## src/core/xcvr_cfg_pkg.sv

```systemverilog
// Package of offsets, field positions, reset values and encodings for the mode configuration registers
package xcvr_cfg_pkg;
  // ---------------------------------------------------------------
  // Register map (byte addresses on the bus)
  // ---------------------------------------------------------------
  localparam logic [31:0] general_configuration_idx = 32'h0000_0000;
  localparam logic [31:0] data_and_modulation_configuration_idx = 32'h0000_0001;
  localparam logic [31:0] addr_general_configuration = general_configuration_idx << 2;
  localparam logic [31:0] addr_data_and_modulation_configuration = data_and_modulation_configuration_idx << 2;
  localparam int reg_count = 2;
  localparam int reg_width = 8;

  // ---------------------------------------------------------------
  // Reset values
  // ---------------------------------------------------------------
  localparam logic [7:0] general_configuration_reset = 8'h28;
  localparam logic [7:0] data_and_modulation_configuration_reset = 8'h88;

  // ---------------------------------------------------------------
  // Field positions
  // ---------------------------------------------------------------
  localparam int chip_operating_mode_lsb = 5;
  localparam int frequency_band_select_lsb = 3;
  localparam int vco_tune_trim_lsb = 1;
  localparam int pll_divider_set_select_bit = 0;
  localparam int modulation_type_select_lsb = 6;
  localparam int data_op_mode_low_bit = 5;
  localparam int onoff_threshold_type_lsb = 3;
  localparam int data_op_mode_high_bit = 2;
  localparam int intermediate_freq_gain_lsb = 0;

  // ---------------------------------------------------------------
  // Encodings
  // ---------------------------------------------------------------
  localparam logic [2:0] mode_sleep = 3'h0;
  localparam logic [2:0] mode_standby = 3'h1;
  localparam logic [2:0] mode_synth = 3'h2;
  localparam logic [2:0] mode_receive = 3'h3;
  localparam logic [2:0] mode_transmit = 3'h4;
  localparam logic [1:0] band_alt = 2'h2;
  localparam logic [1:0] band_reserved = 2'h3;
  localparam logic [1:0] modulation_fsk = 2'h2;
  localparam logic [1:0] modulation_ook = 2'h1;

  typedef enum logic [2:0] {
    op_sleep, op_standby, op_synth, op_receive, op_transmit, op_undefined
  } op_mode_t;

  typedef enum logic [1:0] {
    data_continuous, data_buffered, data_packet
  } data_mode_t;
endpackage : xcvr_cfg_pkg

```

## src/core/cfg_byte_store.sv

```systemverilog
// Small register file holding the configuration bytes, with registered read data
`timescale 1ns/10ps
`default_nettype none
module cfg_byte_store
  import xcvr_cfg_pkg::*;
#(
  parameter int depth = reg_count,
  parameter int width = reg_width
) (
  input wire logic core_clk,
  input wire logic reset,
  input wire logic wr_en,
  input wire logic rd_en,
  input wire logic [$clog2(depth)-1:0] wr_idx,
  input wire logic [$clog2(depth)-1:0] rd_idx,
  input wire logic [width-1:0] wr_data,
  output logic [width-1:0] rd_data,
  output logic [depth*width-1:0] all_data
);
  logic [width-1:0] store [depth];
  logic [width-1:0] next_store [depth];
  logic [width-1:0] next_rd_data;

  // ---------------------------------------------------------------
  // Per entry storage, reset to the power-on values
  // ---------------------------------------------------------------
  genvar g;
  generate
    for (g = 0; g < depth; g++) begin : g_entry
      localparam logic [width-1:0] init_value = (g == 0) ? general_configuration_reset :
                                                data_and_modulation_configuration_reset;
      // Whole byte replaced in one write
      always_comb begin
        next_store[g] = store[g];
        if (wr_en && (wr_idx == g)) begin
          next_store[g] = wr_data;
        end
      end
      always_ff @(posedge core_clk or posedge reset) begin
        if (reset) begin
          store[g] <= init_value;
        end else begin
          store[g] <= next_store[g];
        end
      end
      assign all_data[g*width +: width] = store[g];
    end
  endgenerate

  // Read port, registered so data come straight from a flip-flop
  always_comb begin
    next_rd_data = rd_data;
    if (rd_en) begin
      next_rd_data = store[rd_idx];
    end
  end
  always_ff @(posedge core_clk or posedge reset) begin
    if (reset) begin
      rd_data <= '0;
    end else begin
      rd_data <= next_rd_data;
    end
  end
endmodule : cfg_byte_store
`default_nettype wire

```

## src/core/transceiver_mode_config_regs.sv

```systemverilog
// AHB-Lite slave holding the operating mode and data/modulation configuration registers
// Contract
// - General configuration at offset 0x00, eight bits read/write, resets to 0x28.
// - Bits 7..5 pick mode: sleep, standby, synthesizer, receive, transmit.
// - Bits 4..3 pick the band; 10 is the alternate band, 11 reserved.
// - Bits 2..1 trim VCO tuning; 11 is +180 mV, 10 +120 mV, reset 00.
// - Bit 0 set uses divider group two, clear uses group one.
// - Register 0x01 bits 7..6: 10 FSK default, 01 OOK, others reserved.
// - Data mode bits 2 and 5: continuous, buffered, or packet when bit 2 set.
`timescale 1ns/10ps
`default_nettype none
module transceiver_mode_config_regs
  import xcvr_cfg_pkg::*;
(
  input wire logic core_clk,
  input wire logic reset,
  input wire logic hsel,
  input wire logic [31:0] haddr,
  input wire logic [1:0] htrans,
  input wire logic hwrite,
  input wire logic [2:0] hsize,
  input wire logic [31:0] hwdata,
  input wire logic hready,
  output logic hreadyout,
  output logic hresp,
  output logic [31:0] hrdata,
  output logic [2:0] chip_operating_mode,
  output logic op_mode_valid,
  output logic op_sleep_en,
  output logic op_standby_en,
  output logic op_synth_en,
  output logic op_receive_en,
  output logic op_transmit_en,
  output logic [1:0] frequency_band_select,
  output logic band_alt_en,
  output logic band_reserved_flag,
  output logic [1:0] vco_tune_trim,
  output logic pll_divider_group_one,
  output logic pll_divider_group_two,
  output logic [1:0] modulation_type_select,
  output logic fsk_en,
  output logic ook_en,
  output logic modulation_reserved_flag,
  output logic [1:0] onoff_threshold_type,
  output logic [1:0] intermediate_freq_gain,
  output logic data_continuous_en,
  output logic data_buffered_en,
  output logic data_packet_en
);
  // ---------------------------------------------------------------
  // Bus address phase capture
  // ---------------------------------------------------------------
  logic dp_write;
  logic dp_read;
  logic dp_idx;
  logic dp_mapped;
  logic next_dp_write;
  logic next_dp_read;
  logic next_dp_idx;
  logic next_dp_mapped;
  logic rd_pending;
  logic next_rd_pending;
  logic rd_mapped;
  logic next_rd_mapped;
  logic [7:0] rd_byte;
  logic [2*reg_width-1:0] all_regs;
  logic [7:0] gen_q;
  logic [7:0] dmc_q;
  logic addr_ok;
  logic access;

  // Transfers of any size (hsize ignored) to the first two aligned words are mapped
  assign access = hsel && hready && htrans[1];
  assign addr_ok = (haddr == addr_general_configuration) || (haddr == addr_data_and_modulation_configuration);

  // Decode an address phase into a pending data phase
  always_comb begin
    next_dp_write = 1'b0;
    next_dp_read = 1'b0;
    next_dp_idx = dp_idx;
    next_dp_mapped = 1'b0;
    if (access) begin
      next_dp_write = hwrite;
      next_dp_read = !hwrite;
      next_dp_idx = haddr[2];
      next_dp_mapped = addr_ok;
    end
  end
  always_ff @(posedge core_clk or posedge reset) begin
    if (reset) begin
      dp_write <= 1'b0;
      dp_read <= 1'b0;
      dp_idx <= 1'b0;
      dp_mapped <= 1'b0;
    end else begin
      dp_write <= next_dp_write;
      dp_read <= next_dp_read;
      dp_idx <= next_dp_idx;
      dp_mapped <= next_dp_mapped;
    end
  end

  // ---------------------------------------------------------------
  // Read wait states: the store's read data and hrdata are both
  // registered, so a read spends two cycles with hreadyout low.
  // Writes take no wait.
  // ---------------------------------------------------------------
  always_comb begin
    next_rd_pending = 1'b0;
    next_rd_mapped = rd_mapped;
    if (dp_read && !rd_pending) begin
      next_rd_pending = 1'b1;
      next_rd_mapped = dp_mapped;
    end
  end
  always_ff @(posedge core_clk or posedge reset) begin
    if (reset) begin
      rd_pending <= 1'b0;
      rd_mapped <= 1'b0;
    end else begin
      rd_pending <= next_rd_pending;
      rd_mapped <= next_rd_mapped;
    end
  end

  // Store, written in the data phase with the low byte of hwdata
  cfg_byte_store #(
    .depth(reg_count),
    .width(reg_width)
  ) u_store (
    .core_clk(core_clk),
    .reset(reset),
    .wr_en(dp_write && dp_mapped),
    .rd_en(dp_read && !rd_pending),
    .wr_idx(dp_idx),
    .rd_idx(dp_idx),
    .wr_data(hwdata[7:0]),
    .rd_data(rd_byte),
    .all_data(all_regs)
  );
  assign gen_q = all_regs[7:0];
  assign dmc_q = all_regs[15:8];

  // Bus outputs, all registered; unmapped reads return zero, response always OKAY
  logic next_hreadyout;
  logic [31:0] next_hrdata;
  always_comb begin
    next_hreadyout = !(next_dp_read || (dp_read && !rd_pending)) || rd_pending;
    next_hrdata = hrdata;
    if (rd_pending) begin
      next_hrdata = rd_mapped ? {24'h00_0000, rd_byte} : 32'h0000_0000;
    end
  end
  // hreadyout stays low until hrdata holds the byte, so the master never takes stale data
  always_ff @(posedge core_clk or posedge reset) begin
    if (reset) begin
      hreadyout <= 1'b1;
      hresp <= 1'b0;
      hrdata <= 32'h0000_0000;
    end else begin
      hreadyout <= next_hreadyout;
      hresp <= 1'b0;
      hrdata <= next_hrdata;
    end
  end

  // ---------------------------------------------------------------
  // Field decode toward the radio; registered so every output is a flop.
  // Decode follows the store, so a write is in force one cycle later.
  // ---------------------------------------------------------------
  logic [2:0] mode_f;
  logic [1:0] mod_f;
  assign mode_f = gen_q[chip_operating_mode_lsb +: 3];
  assign mod_f = dmc_q[modulation_type_select_lsb +: 2];

  always_ff @(posedge core_clk or posedge reset) begin
    if (reset) begin
      chip_operating_mode <= general_configuration_reset[chip_operating_mode_lsb +: 3];
      op_mode_valid <= 1'b1;
      op_sleep_en <= 1'b0;
      op_standby_en <= 1'b1;
      op_synth_en <= 1'b0;
      op_receive_en <= 1'b0;
      op_transmit_en <= 1'b0;
      frequency_band_select <= general_configuration_reset[frequency_band_select_lsb +: 2];
      band_alt_en <= 1'b0;
      band_reserved_flag <= 1'b0;
      vco_tune_trim <= general_configuration_reset[vco_tune_trim_lsb +: 2];
      pll_divider_group_one <= 1'b1;
      pll_divider_group_two <= 1'b0;
      modulation_type_select <= data_and_modulation_configuration_reset[modulation_type_select_lsb +: 2];
      fsk_en <= 1'b1;
      ook_en <= 1'b0;
      modulation_reserved_flag <= 1'b0;
      onoff_threshold_type <= data_and_modulation_configuration_reset[onoff_threshold_type_lsb +: 2];
      intermediate_freq_gain <= data_and_modulation_configuration_reset[intermediate_freq_gain_lsb +: 2];
      data_continuous_en <= 1'b1;
      data_buffered_en <= 1'b0;
      data_packet_en <= 1'b0;
    end else begin
      chip_operating_mode <= mode_f;
      // Reserved mode codes enable no mode at all; software is expected to avoid them
      op_mode_valid <= (mode_f <= mode_transmit);
      op_sleep_en <= (mode_f == mode_sleep);
      op_standby_en <= (mode_f == mode_standby);
      op_synth_en <= (mode_f == mode_synth);
      op_receive_en <= (mode_f == mode_receive);
      op_transmit_en <= (mode_f == mode_transmit);
      frequency_band_select <= gen_q[frequency_band_select_lsb +: 2];
      band_alt_en <= (gen_q[frequency_band_select_lsb +: 2] == band_alt);
      band_reserved_flag <= (gen_q[frequency_band_select_lsb +: 2] == band_reserved);
      vco_tune_trim <= gen_q[vco_tune_trim_lsb +: 2];
      pll_divider_group_one <= !gen_q[pll_divider_set_select_bit];
      pll_divider_group_two <= gen_q[pll_divider_set_select_bit];
      modulation_type_select <= mod_f;
      fsk_en <= (mod_f == modulation_fsk);
      ook_en <= (mod_f == modulation_ook);
      modulation_reserved_flag <= (mod_f != modulation_fsk) && (mod_f != modulation_ook);
      onoff_threshold_type <= dmc_q[onoff_threshold_type_lsb +: 2];
      intermediate_freq_gain <= dmc_q[intermediate_freq_gain_lsb +: 2];
      // High bit alone decides packet mode; low bit only matters when high is clear
      data_packet_en <= dmc_q[data_op_mode_high_bit];
      data_buffered_en <= !dmc_q[data_op_mode_high_bit] && dmc_q[data_op_mode_low_bit];
      data_continuous_en <= !dmc_q[data_op_mode_high_bit] && !dmc_q[data_op_mode_low_bit];
    end
  end
endmodule : transceiver_mode_config_regs
`default_nettype wire

```

## config.mk

```make
export PLATFORM = sky130hd
export DESIGN_NAME = transceiver_mode_config_regs
export DESIGN_NICKNAME = d
export VERILOG_FILES = /design/src/core/xcvr_cfg_pkg.sv /design/src/core/cfg_byte_store.sv /design/src/core/transceiver_mode_config_regs.sv
export SDC_FILE = /design/constraint.sdc
export NUM_CORES = 1
export LEC_CHECK = 0
export BUFFER_PORTS_ARGS = -buffer_cell sky130_fd_sc_hd__buf_2
export CAP_MARGIN = 20
export CORE_ASPECT_RATIO = 0.7
export CORE_MARGIN = 1.5
export CORE_UTILIZATION = 45
export DETAILED_ROUTE_END_ITERATION = 7
export PLACE_DENSITY = 0.89
export SLEW_MARGIN = 15
export SYNTH_ARGS = -nofsm -noshare
export SYNTH_HDL_FRONTEND = slang
export SYNTH_SLANG_ARGS = --single-unit
```

## constraint.sdc

```tcl
create_clock -name core_clk -period 2.7 [get_ports core_clk]
set_clock_uncertainty 0.2 [all_clocks]
set_input_delay 0.135 -clock core_clk [delete_from_list [all_inputs] [get_ports core_clk]]
set_output_delay 0.135 -clock core_clk [all_outputs]
set_load 0.05 [all_outputs]
```

* After elaboration in Yosys (flattened, before gate mapping)
Index checks and enable logic that the tools add are counted.
Cells by class: order comparisons 2, mux-type cells 8, bitwise gates (word level) 2, reduce and logical (&&, ||, !) cells 20, equality and inequality tests 11
Operators by type and width (count):
- equality test 32 x 3 -> 1 bit (second input constant) | 1
- zero test 32 bit | 1
- two-way mux 8 bit | 4
- logical AND 1 bit | 9
- equality test 2 bit (second input constant) | 3
- equality test 3 x 2 -> 1 bit (second input constant) | 2
- zero test 1 bit | 6
- two-way mux 1 bit | 4
- equality test 3 x 1 -> 1 bit (second input constant) | 1
- equality test 3 bit (second input constant) | 1
- less-or-equal comparator 3 bit (second input constant) | 1
- zero test 3 bit | 1
- logical OR 1 bit | 3
- equality test 2 x 1 -> 1 bit (second input constant) | 1
- greater-or-equal comparator 2 bit (second input constant) | 1
- != test 2 x 1 -> 1 bit (second input constant) | 1
- != test 2 bit (second input constant) | 1
- NOT 1 -> 2 bit | 1
- NOT 1 bit | 1
Storage, ports and cells: bits of input ports 74, bits in registers 92, output and inout port bits 63, word-level logic and storage cells 76

* Logic depth before layout (Yosys ltp)
Gate-level depths: netlist (run 1).
depth after elaboration 6, mapped depth 6

* Hierarchy
Synthesis (run 1) repeated with hierarchy kept, for this count alone.
Unflattened totals: cells, all modules 205, area total of the unflattened synthesis 2706.3 sq um
By module, submodules not included:
- transceiver_mode_config_regs | cells an instance 134, area each 1687.9 sq um, instances 1, seq. area each 1113.6 sq um
- cfg_byte_store | cells an instance 71, area each 1018.5 sq um, instances 1, seq. area each 605.6 sq um

* Worst setup path after synthesis (run 1)
OpenSTA, ideal clock, no wires.
path type reg-to-reg, start point register rd_pending, end point register rd_mapped, arrival 1005 ps, setup time 125 ps, required time 2375 ps, period minus slack after synthesis 1330 ps, cell stages (with the launch flop) 5, setup slack 1370 ps, cell sequence dfrtp_1 > buf_6 > nand2b_4 > buf_6 > mux2_4
Between the ends: cells in the longest elaborated chain, start to end 2
RTL lines:
- from (decl) | line transceiver_mode_config_regs.sv:61 | logic rd_pending;
- from (signal assigned) | line transceiver_mode_config_regs.sv:121 | rd_pending <= next_rd_pending;
- zero test 1 bit | line transceiver_mode_config_regs.sv:111 | if (dp_read && !rd_pending) begin
- logical AND 1 bit | line transceiver_mode_config_regs.sv:111
- to (signal assigned) | line transceiver_mode_config_regs.sv:122 | rd_mapped <= next_rd_mapped;
- to (decl) | line transceiver_mode_config_regs.sv:63 | logic rd_mapped;
Every way passes these cells. A chain may end at the register's enable or synchronous reset.

* Worst setup path after layout (run 1)
start point input hready, end point register dp_mapped
Between the ends: cells in the longest elaborated chain, start to end 3
RTL lines:
- from (decl) | line transceiver_mode_config_regs.sv:23 | input wire logic hready,
- logical AND 1 bit (2 in a row) | line transceiver_mode_config_regs.sv:73 | assign access = hsel && hready && htrans[1];
- two-way mux 1 bit | line transceiver_mode_config_regs.sv:82 | if (access) begin
- via next_dp_mapped | line transceiver_mode_config_regs.sv:60 | logic next_dp_mapped;
- to (signal assigned) | line transceiver_mode_config_regs.sv:99 | dp_mapped <= next_dp_mapped;
- to (decl) | line transceiver_mode_config_regs.sv:56 | logic dp_mapped;
The timed path passes the listed nets, and every way through them passes these cells.

==> metrics.txt, run 1 <==
status finished, final reports clean; Buffers on Ports 83; clk_lat worst skew 0.34 ns; initial antenna violation count 0; setup bufs post-CTS 0; Worst EP required 2.78 ns; combinational share of power 14.4%; post-DP HPWL 3520 um; most used cell, CP dlygate4sd3_1; Fmax achieved 447 MHz; Hold Crit Class primary input to flop; Net Sw Frac 29.2%; top_reg_cell synth dfrtp_1; slew margin rel. 57.6%; power density cells 667 mW/mm^2; Slew Limit Fails 0; GRT Overall Usage 18.0%; Finish-stage setup viols 0; Cell Area, Synth 0.00268 sq mm; leading area contributor after synthesis dfrtp_1; cells after synthesis 203; row count 23; I/O pin cnt 137; Crit path max-delay family buffers and inverters; Largest stage delay, worst path 0.61 ns; Starting Density 46.8%; final hold viol count 0; post-place setup slack 0.855 ns; worst-path fanout max 3; Setup Crit Path Kind primary input to flop; Switch Pwr 0.000671 W; Least-Margin Pin Slew 0.636 ns; CORE AREA 0.00573 sq mm; vias 1740; CP arrival 2.32 ns; Power Internal 0.00162 W; Seq cells post-synth 68; grt total ovfl 0; drc violations 0; nets 386; Die X-Extent 95.2 um; CTS tree yes; EDFF count, synth 0; CP Capture Type flop; Max H-tree Level 3; Max stage delay cell, worst path dlygate4sd3_1; Lkg Pwr 1.72 nW; CP startpoint kind primary input; area share of the largest cell type after synthesis 50.4%; final worst setup slack 0.461 ns; ANT cells 0; CP Cell Sequence dlygate4sd3_1, buf_2, nand3_1, dlygate4sd3_1, nor4_2, dlygate4sd3_1; First-pass DRT Iterations 4; first-pass GRT wire length 8280 um; Sink Count 68; Netlist cell types 28; largest net degree at the start of global routing 32; Area Overhead vs Synth 28.4%; crit path buf inv count 4; unrepaired setup endpoints after global routing false; Synth area leaders dfrtp_1 (50%), dfstp_2 (14%), mux2_2 (7.1%), buf_4 (7.0%), mux2i_1 (3.0%); CTS buffer count 9; Die H 67.6 um; MaxCap Viol Count 0; sequential-to-total area share from yosys stat 64.2%; Clk pwr share 35.7%; share of cells above drive strength 1 44.1%; Avg WL per Cell 13.1 um; Root Buffer clkbuf_8; routability cong. 0.779; clk slew on worst S/H paths 0.07 ns; Setup TNS Final 0 ns; Post-Route WL 5120 um; DRT antenna net count 0; ys async rst share 100%; worst ir drop on vdd 0.000398 V; min Tclk post-route 2.24 ns; DIE AREA 0.00643 sq mm; Reg power frac 49.9%; CTS Buffer Depth 2; DR iter-0 viols 69; Syn Area/Cell 13.2 sq um; vias in the first global route 1753; Pwr Total 0.00230 W; YS warnings 0; vias per cell 4.46; Tcrit/Tclk final 82.9%
==> cells in the mapped netlist, types with 2 or more instances <==
library cell	count
buf_4	25
buf_6	4
clkbuf_1	2
dfrtp_1	54
dfstp_2	14
ha_1	2
inv_1	14
mux2_2	17
mux2i_1	8
nand2_1	10
nand3_1	9
nor2_1	3
nor2b_1	2
nor3_1	2
nor3b_1	3
nor4_1	7
o21ai_0	16
==> timing repair <==
item / CTS / global route
setup endpoints to repair: 0 / 1
gates resized for setup: 0 / 1
hold buffers: 19 / 0
endpoints found under the hold margin: 55 / 0
==> tightest hold or removal path: stages <==
cell and delay, ns:
buf_2 0.07, nand3_1 0.11, nor2_1 0.17, o21bai_1 0.09
==> routing by layer <==
metal,GRT usage [%],share of wire [%]
met2,30.1,52
met5,0,0
met4,7.28,0.98
met3,6.42,5.0
met1,21.5,42
==> per-stage QoR <==
stage          hold slack (ns)  instance area (sq um)  util (%)  std cells
2_1_floorplan           0.0126                   2770         -        227
3_3_place_gp           -0.0832                   3050      53.3        356
3_5_place_dp           -0.0781                   3050      53.3        356
4_1_cts                 0.0132                   3440      60.1        391
5_1_grt                 0.0690                   3440      60.1        390
6_report                0.0373                   3440      60.1        390
==> layout by cell type, fill, tap and decap left out, drive strengths merged, types with 3 or more instances in the layout <==
| master | netlist | final |
|---|---|---|
| nor3b | 3 | 3 |
| o21ai | 17 | 17 |
| mux2i | 8 | 8 |
| nor2 | 3 | 3 |
| conb | 1 | 25 |
| buf | 29 | 85 |
| clkbuf | 2 | 9 |
| inv | 14 | 14 |
| mux2 | 18 | 18 |
| dlygate4sd3 | 0 | 18 |
| nor4 | 8 | 8 |
| dfrtp | 54 | 54 |
| nand3 | 10 | 10 |
| dfstp | 14 | 14 |
| nand2 | 10 | 10 |
| clkinv | 0 | 5 |
==> flip-flops by register name, summed over array words and instances, names as in the netlist, 2 cells and up <==
signal,count
u_store.all_data,16
hrdata,8
u_store.rd_data,8
chip_operating_mode,3
frequency_band_select,2
intermediate_freq_gain,2
modulation_type_select,2
onoff_threshold_type,2
vco_tune_trim,2
==> final cells by class <==
cell class | count | area [sq um]
Inverter | 14 | 52.6
Timing Repair Buffer | 103 | 611
Tap cell | 75 | 93.8
Multi-Input combinational cell | 114 | 762
Sequential cell | 68 | 1720
Fill cell | 485 | 2290
Clock buffer | 9 | 124
Clock inverter | 7 | 77.6
==> worst paths after layout <==
kind,slack (ns),from,depth (start not counted),end
max,0.46,hready,6,dp_mapped
min,0.04,hsel,4,hreadyout
max reg2reg,0.84,dp_idx,2,dp_idx
min reg2reg,0.18,u_store.all_data[11],0,onoff_threshold_type[0]
max in group asynchronous,1.45,reset,4,pll_divider_group_one
min in group asynchronous,0.10,reset,3,modulation_type_select[0]
==> power groups by stage <==
| stage | clock network (W) | logic [W] | registers (W) |
|---|---|---|---|
| 4_1_cts | 0.000839 | 0.000332 | 0.00115 |
| 3_5_place_dp | 0 | 0.000311 | 0.00116 |
| 2_1_floorplan | 0 | 0.000201 | 0.00122 |
| 3_3_place_gp | 0 | 0.000304 | 0.00116 |
| 5_1_grt | 0.000887 | 0.000356 | 0.00116 |
| 6_report | 0.000819 | 0.000331 | 0.00115 |
==> cell families (layout without fill, tap and decap cells) <==
group                    count (synthesis)  in the layout  synth area share [%]
AND/OR/NAND/NOR                         43             43                  9.67
buffers and inverters                   45            133                  10.9
adder cells (fa/ha/maj)                  2              2                 0.934
AO/OA/AOI/OAI                           18             18                  3.46
multiplexers                            26             26                  10.7
other                                    1             25                 0.140
flip-flops                              68             68                  64.2
Power figures use the tool's default switching activity.
==> run 2: changes to the inputs <==
- clock period: 2.7 -> 2.3 ns (I/O delays scaled with it)
==> run 2 against run 1 <==
Count of clock-buffer cells in the layout grew 1; sequential power up 16%; largest power group unchanged; setup slack worse by 0.13 ns; highest routed layer unchanged; worst hold slack got worse by 0.011 ns.
==> metrics.txt, run 2 (synthesis results as in run 1) <==
Largest stage delay, worst path 0.60 ns; setup bufs post-CTS 0; Critical Path Stages 6; Max H-tree Level 3; GRT Overall Usage 19.5%; post-place setup slack 0.683 ns; Avg WL per Cell 14.0 um; nets 395; Fmax achieved 509 MHz; status finished, final reports clean; Crit. Startpoint haddr[6]; Root Buffer clkbuf_8; final worst setup slack 0.335 ns; Sink Count 68; Die X-Extent 95.2 um; Reg-to-Reg End dp_idx; Setup TNS Final 0 ns; CORE AREA 0.00573 sq mm; Worst EP required 2.34 ns; CP startpoint kind primary input; Area Overhead vs Synth 33.1%; CP arrival 2.01 ns; vias 1808; I/O pin cnt 137; Die H 67.6 um; drc violations 0; Max stage delay cell, worst path dlygate4sd3_1; Post-Route WL 5570 um; Reg2Reg Setup Slack 0.59 ns; min Tclk post-route 1.96 ns; first-pass GRT wire length 8890 um; Hold Crit Class primary input to flop; max FFs per register 16; Least-Margin Pin Slew 0.518 ns; power density cells 794 mW/mm^2; largest net degree at the start of global routing 69; commonest non-fill, non-tap cells in the layout buf_2 (83), dfrtp_1 (54), dlygate4sd3_1 (27); First-pass DRT Iterations 4; initial antenna violation count 0; worst setup path endpoint dp_mapped; Reg-to-Reg Start dp_idx; unrepaired setup endpoints after global routing false; final hold viol count 0; Buffers on Ports 83; grt total ovfl 0; MaxCap Viol Count 0; leading cell type in the layout, fill and taps excluded buf_2; CTS tree yes; clk_lat worst skew 0.34 ns; vias per cell 4.53; routability cong. 0.780; Worst R2R Path Depth 3; share of cells above drive strength 1 42.9%; clk slew on worst S/H paths 0.07 ns; slew margin rel. 65.5%; Starting Density 46.8%; post-DP HPWL 3480 um; Tcrit/Tclk final 85.4%; CTS Buffer Depth 2; CP Capture Type flop; worst ir drop on vdd 0.000553 V; Slew Limit Fails 0; ANT cells 0; Setup Crit Path Kind primary input to flop; DIE AREA 0.00643 sq mm; vias in the first global route 1898; worst-path fanout max 1; CTS buffer count 9; most used cell, CP dlygate4sd3_1; row count 23; Finish-stage setup viols 0; DRT antenna net count 0; CP Cell Sequence dlygate4sd3_1, buf_2, nor4_1, dlygate4sd3_1, nand4_1, nor4_2; crit path buf inv count 3; DR iter-0 viols 89; Crit path max-delay family buffers and inverters; Lkg Pwr 1.78 nW
==> run 2: timing repair <==
action / 4_1_cts / 5_1_grt
setup endpoints to repair: 0 / 1
resized for setup: 0 / 1
hold buffers: 29 / 0
endpoints found under the hold margin: 89 / 0
==> run 2: how the worst min path moves through the flow <==
stage / cells past startpoint / endpoint / startpoint
4_1_cts: 4 / hreadyout / htrans[1]
5_1_grt: 4 / hreadyout / htrans[1]
2_1_floorplan: 1 / dp_read / hwrite
3_5_place_dp: 3 / vco_tune_trim[1] / reset
6_report: 4 / hreadyout / htrans[1]
3_3_place_gp: 3 / data_packet_en / reset
==> run 2: area by class of cell <==
type,instances,area [sq um]
clock buffer,10,138
clock inverter,6,86.3
fill,489,2160
inverter,14,52.6
multi-input combinational,114,763
sequential,68,1720
tap,75,93.8
timing repair buffer,112,713
==> run 2: layer usage <==
metal	part of all wire (%)	wire [um]	up-vias	global-route usage, %
met5	0	0	-	0
met4	2.7	149	0	9.51
met3	5.6	314	16	7.66
met2	51	2860	62	33.4
met1	40	2250	866	21.3
li1	-	-	864	-
==> run 2: per-stage QoR <==
stage | total power, W | utilization, % | instances | area (sq um) | hold WS, ns
6_report | 0.00283 | 62.3 | 399 | 3570 | 0.0262
5_1_grt | 0.00296 | 62.3 | 399 | 3570 | 0.0740
4_1_cts | 0.00286 | 62.5 | 401 | 3580 | 0.0156
3_5_place_dp | 0.00174 | 53.5 | 356 | 3070 | 0.0179
3_3_place_gp | 0.00173 | 53.5 | 356 | 3070 | 0.00446
2_1_floorplan | 0.00167 | - | 227 | 2770 | -0.00737
==> run 2: report_power, final <==
part	leakage (nW)	total (W)	internal, W	switching, W
logic	0.838	0.000425	0.000133	0.000292
clock network	0.113	0.00108	0.000639	0.000439
registers	0.825	0.00133	0.00128	0.0000466
total	1.78	0.00283	0.00206	0.000777
==> run 2: tightest hold or removal path, stage by stage <==
cell and delay (ns):
buf_2 0.10, nand3_1 0.12, nor2_1 0.08, o21bai_1 0.12
==> run 3: changes to the inputs <==
- BUFFER_PORTS_ARGS: -buffer_cell sky130_fd_sc_hd__buf_2 -> default
- CAP_MARGIN: 20 -> 10
- CORE_UTILIZATION: 45 -> 50
- DONT_BUFFER_PORTS: default -> 1
- PLACE_DENSITY: 0.89 -> 0.75
- RECOVER_POWER: default -> 25
==> run 3 against run 2 <==
Cell count is 23% lower; clock power hardly changed; maximum frequency is 7.5% lower; first-iteration DRC count is 21% lower; cell area is 13% lower; non-clock buffer count is 87 lower; count of clock-buffer cells in the layout stayed put; highest routed layer unchanged.
==> metrics.txt, run 3 (synthesis results as in run 1) <==
status finished, final reports clean; Max H-tree Level 3; vias per cell 4.83; Root Buffer clkbuf_8; Reg-to-Reg End rd_mapped; leading cell type in the layout, fill and taps excluded dfrtp_1; DRT antenna net count 0; First-pass DRT Iterations 4; grt total ovfl 0; Max stage delay cell, worst path dlygate4sd3_1; routability cong. 0.739; Post-Route WL 4830 um; worst ir drop on vdd 0.000522 V; min Tclk post-route 2.12 ns; unrepaired setup endpoints after global routing false; Buffers on Ports 0; Starting Density 51.5%; power density cells 894 mW/mm^2; vias 1491; largest net degree at the start of global routing 24; CP startpoint kind primary input; Hold Crit Class primary input to asynchronous set/reset pin; GRT Overall Usage 18.6%; Lkg Pwr 1.40 nW; nets 308; Largest stage delay, worst path 0.58 ns; vias in the first global route 1531; commonest non-fill, non-tap cells in the layout dfrtp_1 (54), conb_1 (25), dlygate4sd3_1 (21); Area Overhead vs Synth 15.6%; Finish-stage setup viols 0; CP Capture Type flop; final worst setup slack 0.177 ns; setup bufs post-CTS 0; CORE AREA 0.00520 sq mm; Tcrit/Tclk final 92.3%; Die H 64.2 um; first-pass GRT wire length 7850 um; CTS Buffer Depth 2; CP Cell Sequence dlygate4sd3_1, nor3_1, dlygate4sd3_1, nand2_1, dlygate4sd3_1, nor4_2; CTS buffer count 9; Die X-Extent 90.5 um; Avg WL per Cell 15.6 um; MaxCap Viol Count 0; clk slew on worst S/H paths 0.08 ns; post-place setup slack 0.688 ns; Setup Crit Path Kind primary input to flop; ANT cells 0; drc violations 0; row count 22; Worst EP required 2.34 ns; worst-path fanout max 1; Setup TNS Final 0 ns; max FFs per register 16; Slew Limit Fails 0; CTS tree yes; initial antenna violation count 0; Worst R2R Path Depth 2; Sink Count 68; worst setup path endpoint dp_mapped; Crit. Startpoint haddr[21]; post-DP HPWL 3060 um; Reg-to-Reg Start rd_pending; I/O pin cnt 137; Least-Margin Pin Slew 0.863 ns; DR iter-0 viols 70; clk_lat worst skew 0.34 ns; CP arrival 2.17 ns; Reg2Reg Setup Slack 0.66 ns; final hold viol count 0; most used cell, CP dlygate4sd3_1; Fmax achieved 471 MHz; share of cells above drive strength 1 22.8%; DIE AREA 0.00581 sq mm; slew margin rel. 42.4%
## run 3: cell types whose count changed in the layout (fill, tap and decap cells not counted), sizes merged
cell	previous run	this run
dlygate4sd3	27	21
buf	85	4
## run 3: where the power goes
part           internal, W  total [W]  switching (W)  leakage, nW
Clock             0.000640    0.00109       0.000451        0.113
Sequential         0.00128    0.00143       0.000148        0.823
Combinational    0.0000794   0.000249       0.000169        0.460
## run 3: critical path: cells and delay by family
kind / cells / cell delay [ns]
AND/OR/NAND/NOR: 3 / 0.34
buffers and inverters: 3 / 1.71
## run 3: final cells by class
type                       count  area [sq um]
clock buffer                  10           138
clock inverter                 6          86.3
fill                         411          2110
inverter                      14          52.6
multi-input combinational    114           769
sequential                    68          1720
tap                           72          90.1
timing repair buffer          25           240
## run 3: what timing repair did
action,in CTS,in global routing
hold buffers,23,0
resized for setup,0,2
hold endpoints to repair,81,0
setup endpoints to repair,0,1
## run 3: metrics by stage
| step | area, sq um | power, W | util (%) | cells | hold slack (ns) |
|---|---|---|---|---|---|
| after floorplan | 2770 | 0.00167 | - | 227 | -0.00737 |
| after global placement | 2650 | 0.00167 | 50.9 | 272 | -0.162 |
| after detailed placement | 2650 | 0.00168 | 50.9 | 272 | -0.159 |
| after CTS | 3100 | 0.00280 | 59.6 | 311 | 0.0351 |
| after global routing | 3100 | 0.00290 | 59.5 | 309 | 0.202 |
| final | 3100 | 0.00277 | 59.5 | 309 | 0.186 |
## run 3: layer usage
metal  vias to the layer above  wire, um  GRT usage, %
met3                         9       355          9.52
met4                         0        87          9.72
met1                       730      2050          21.2
met2                        65      2340          28.8
li1                        687         -             -
met5                         -         0             0
## run 3: worst min-delay path by stage
stage,start,to,slack [ns],depth (start not counted)
after floorplan,hwrite,dp_read,-0.007,1
after global placement,reset,u_store.all_data[0],-0.16,1
after detailed placement,reset,u_store.all_data[0],-0.16,1
after CTS,reset,u_store.all_data[0],0.04,2
after global routing,u_store.all_data[11],onoff_threshold_type[0],0.20,0
final,reset,rd_pending,0.19,2
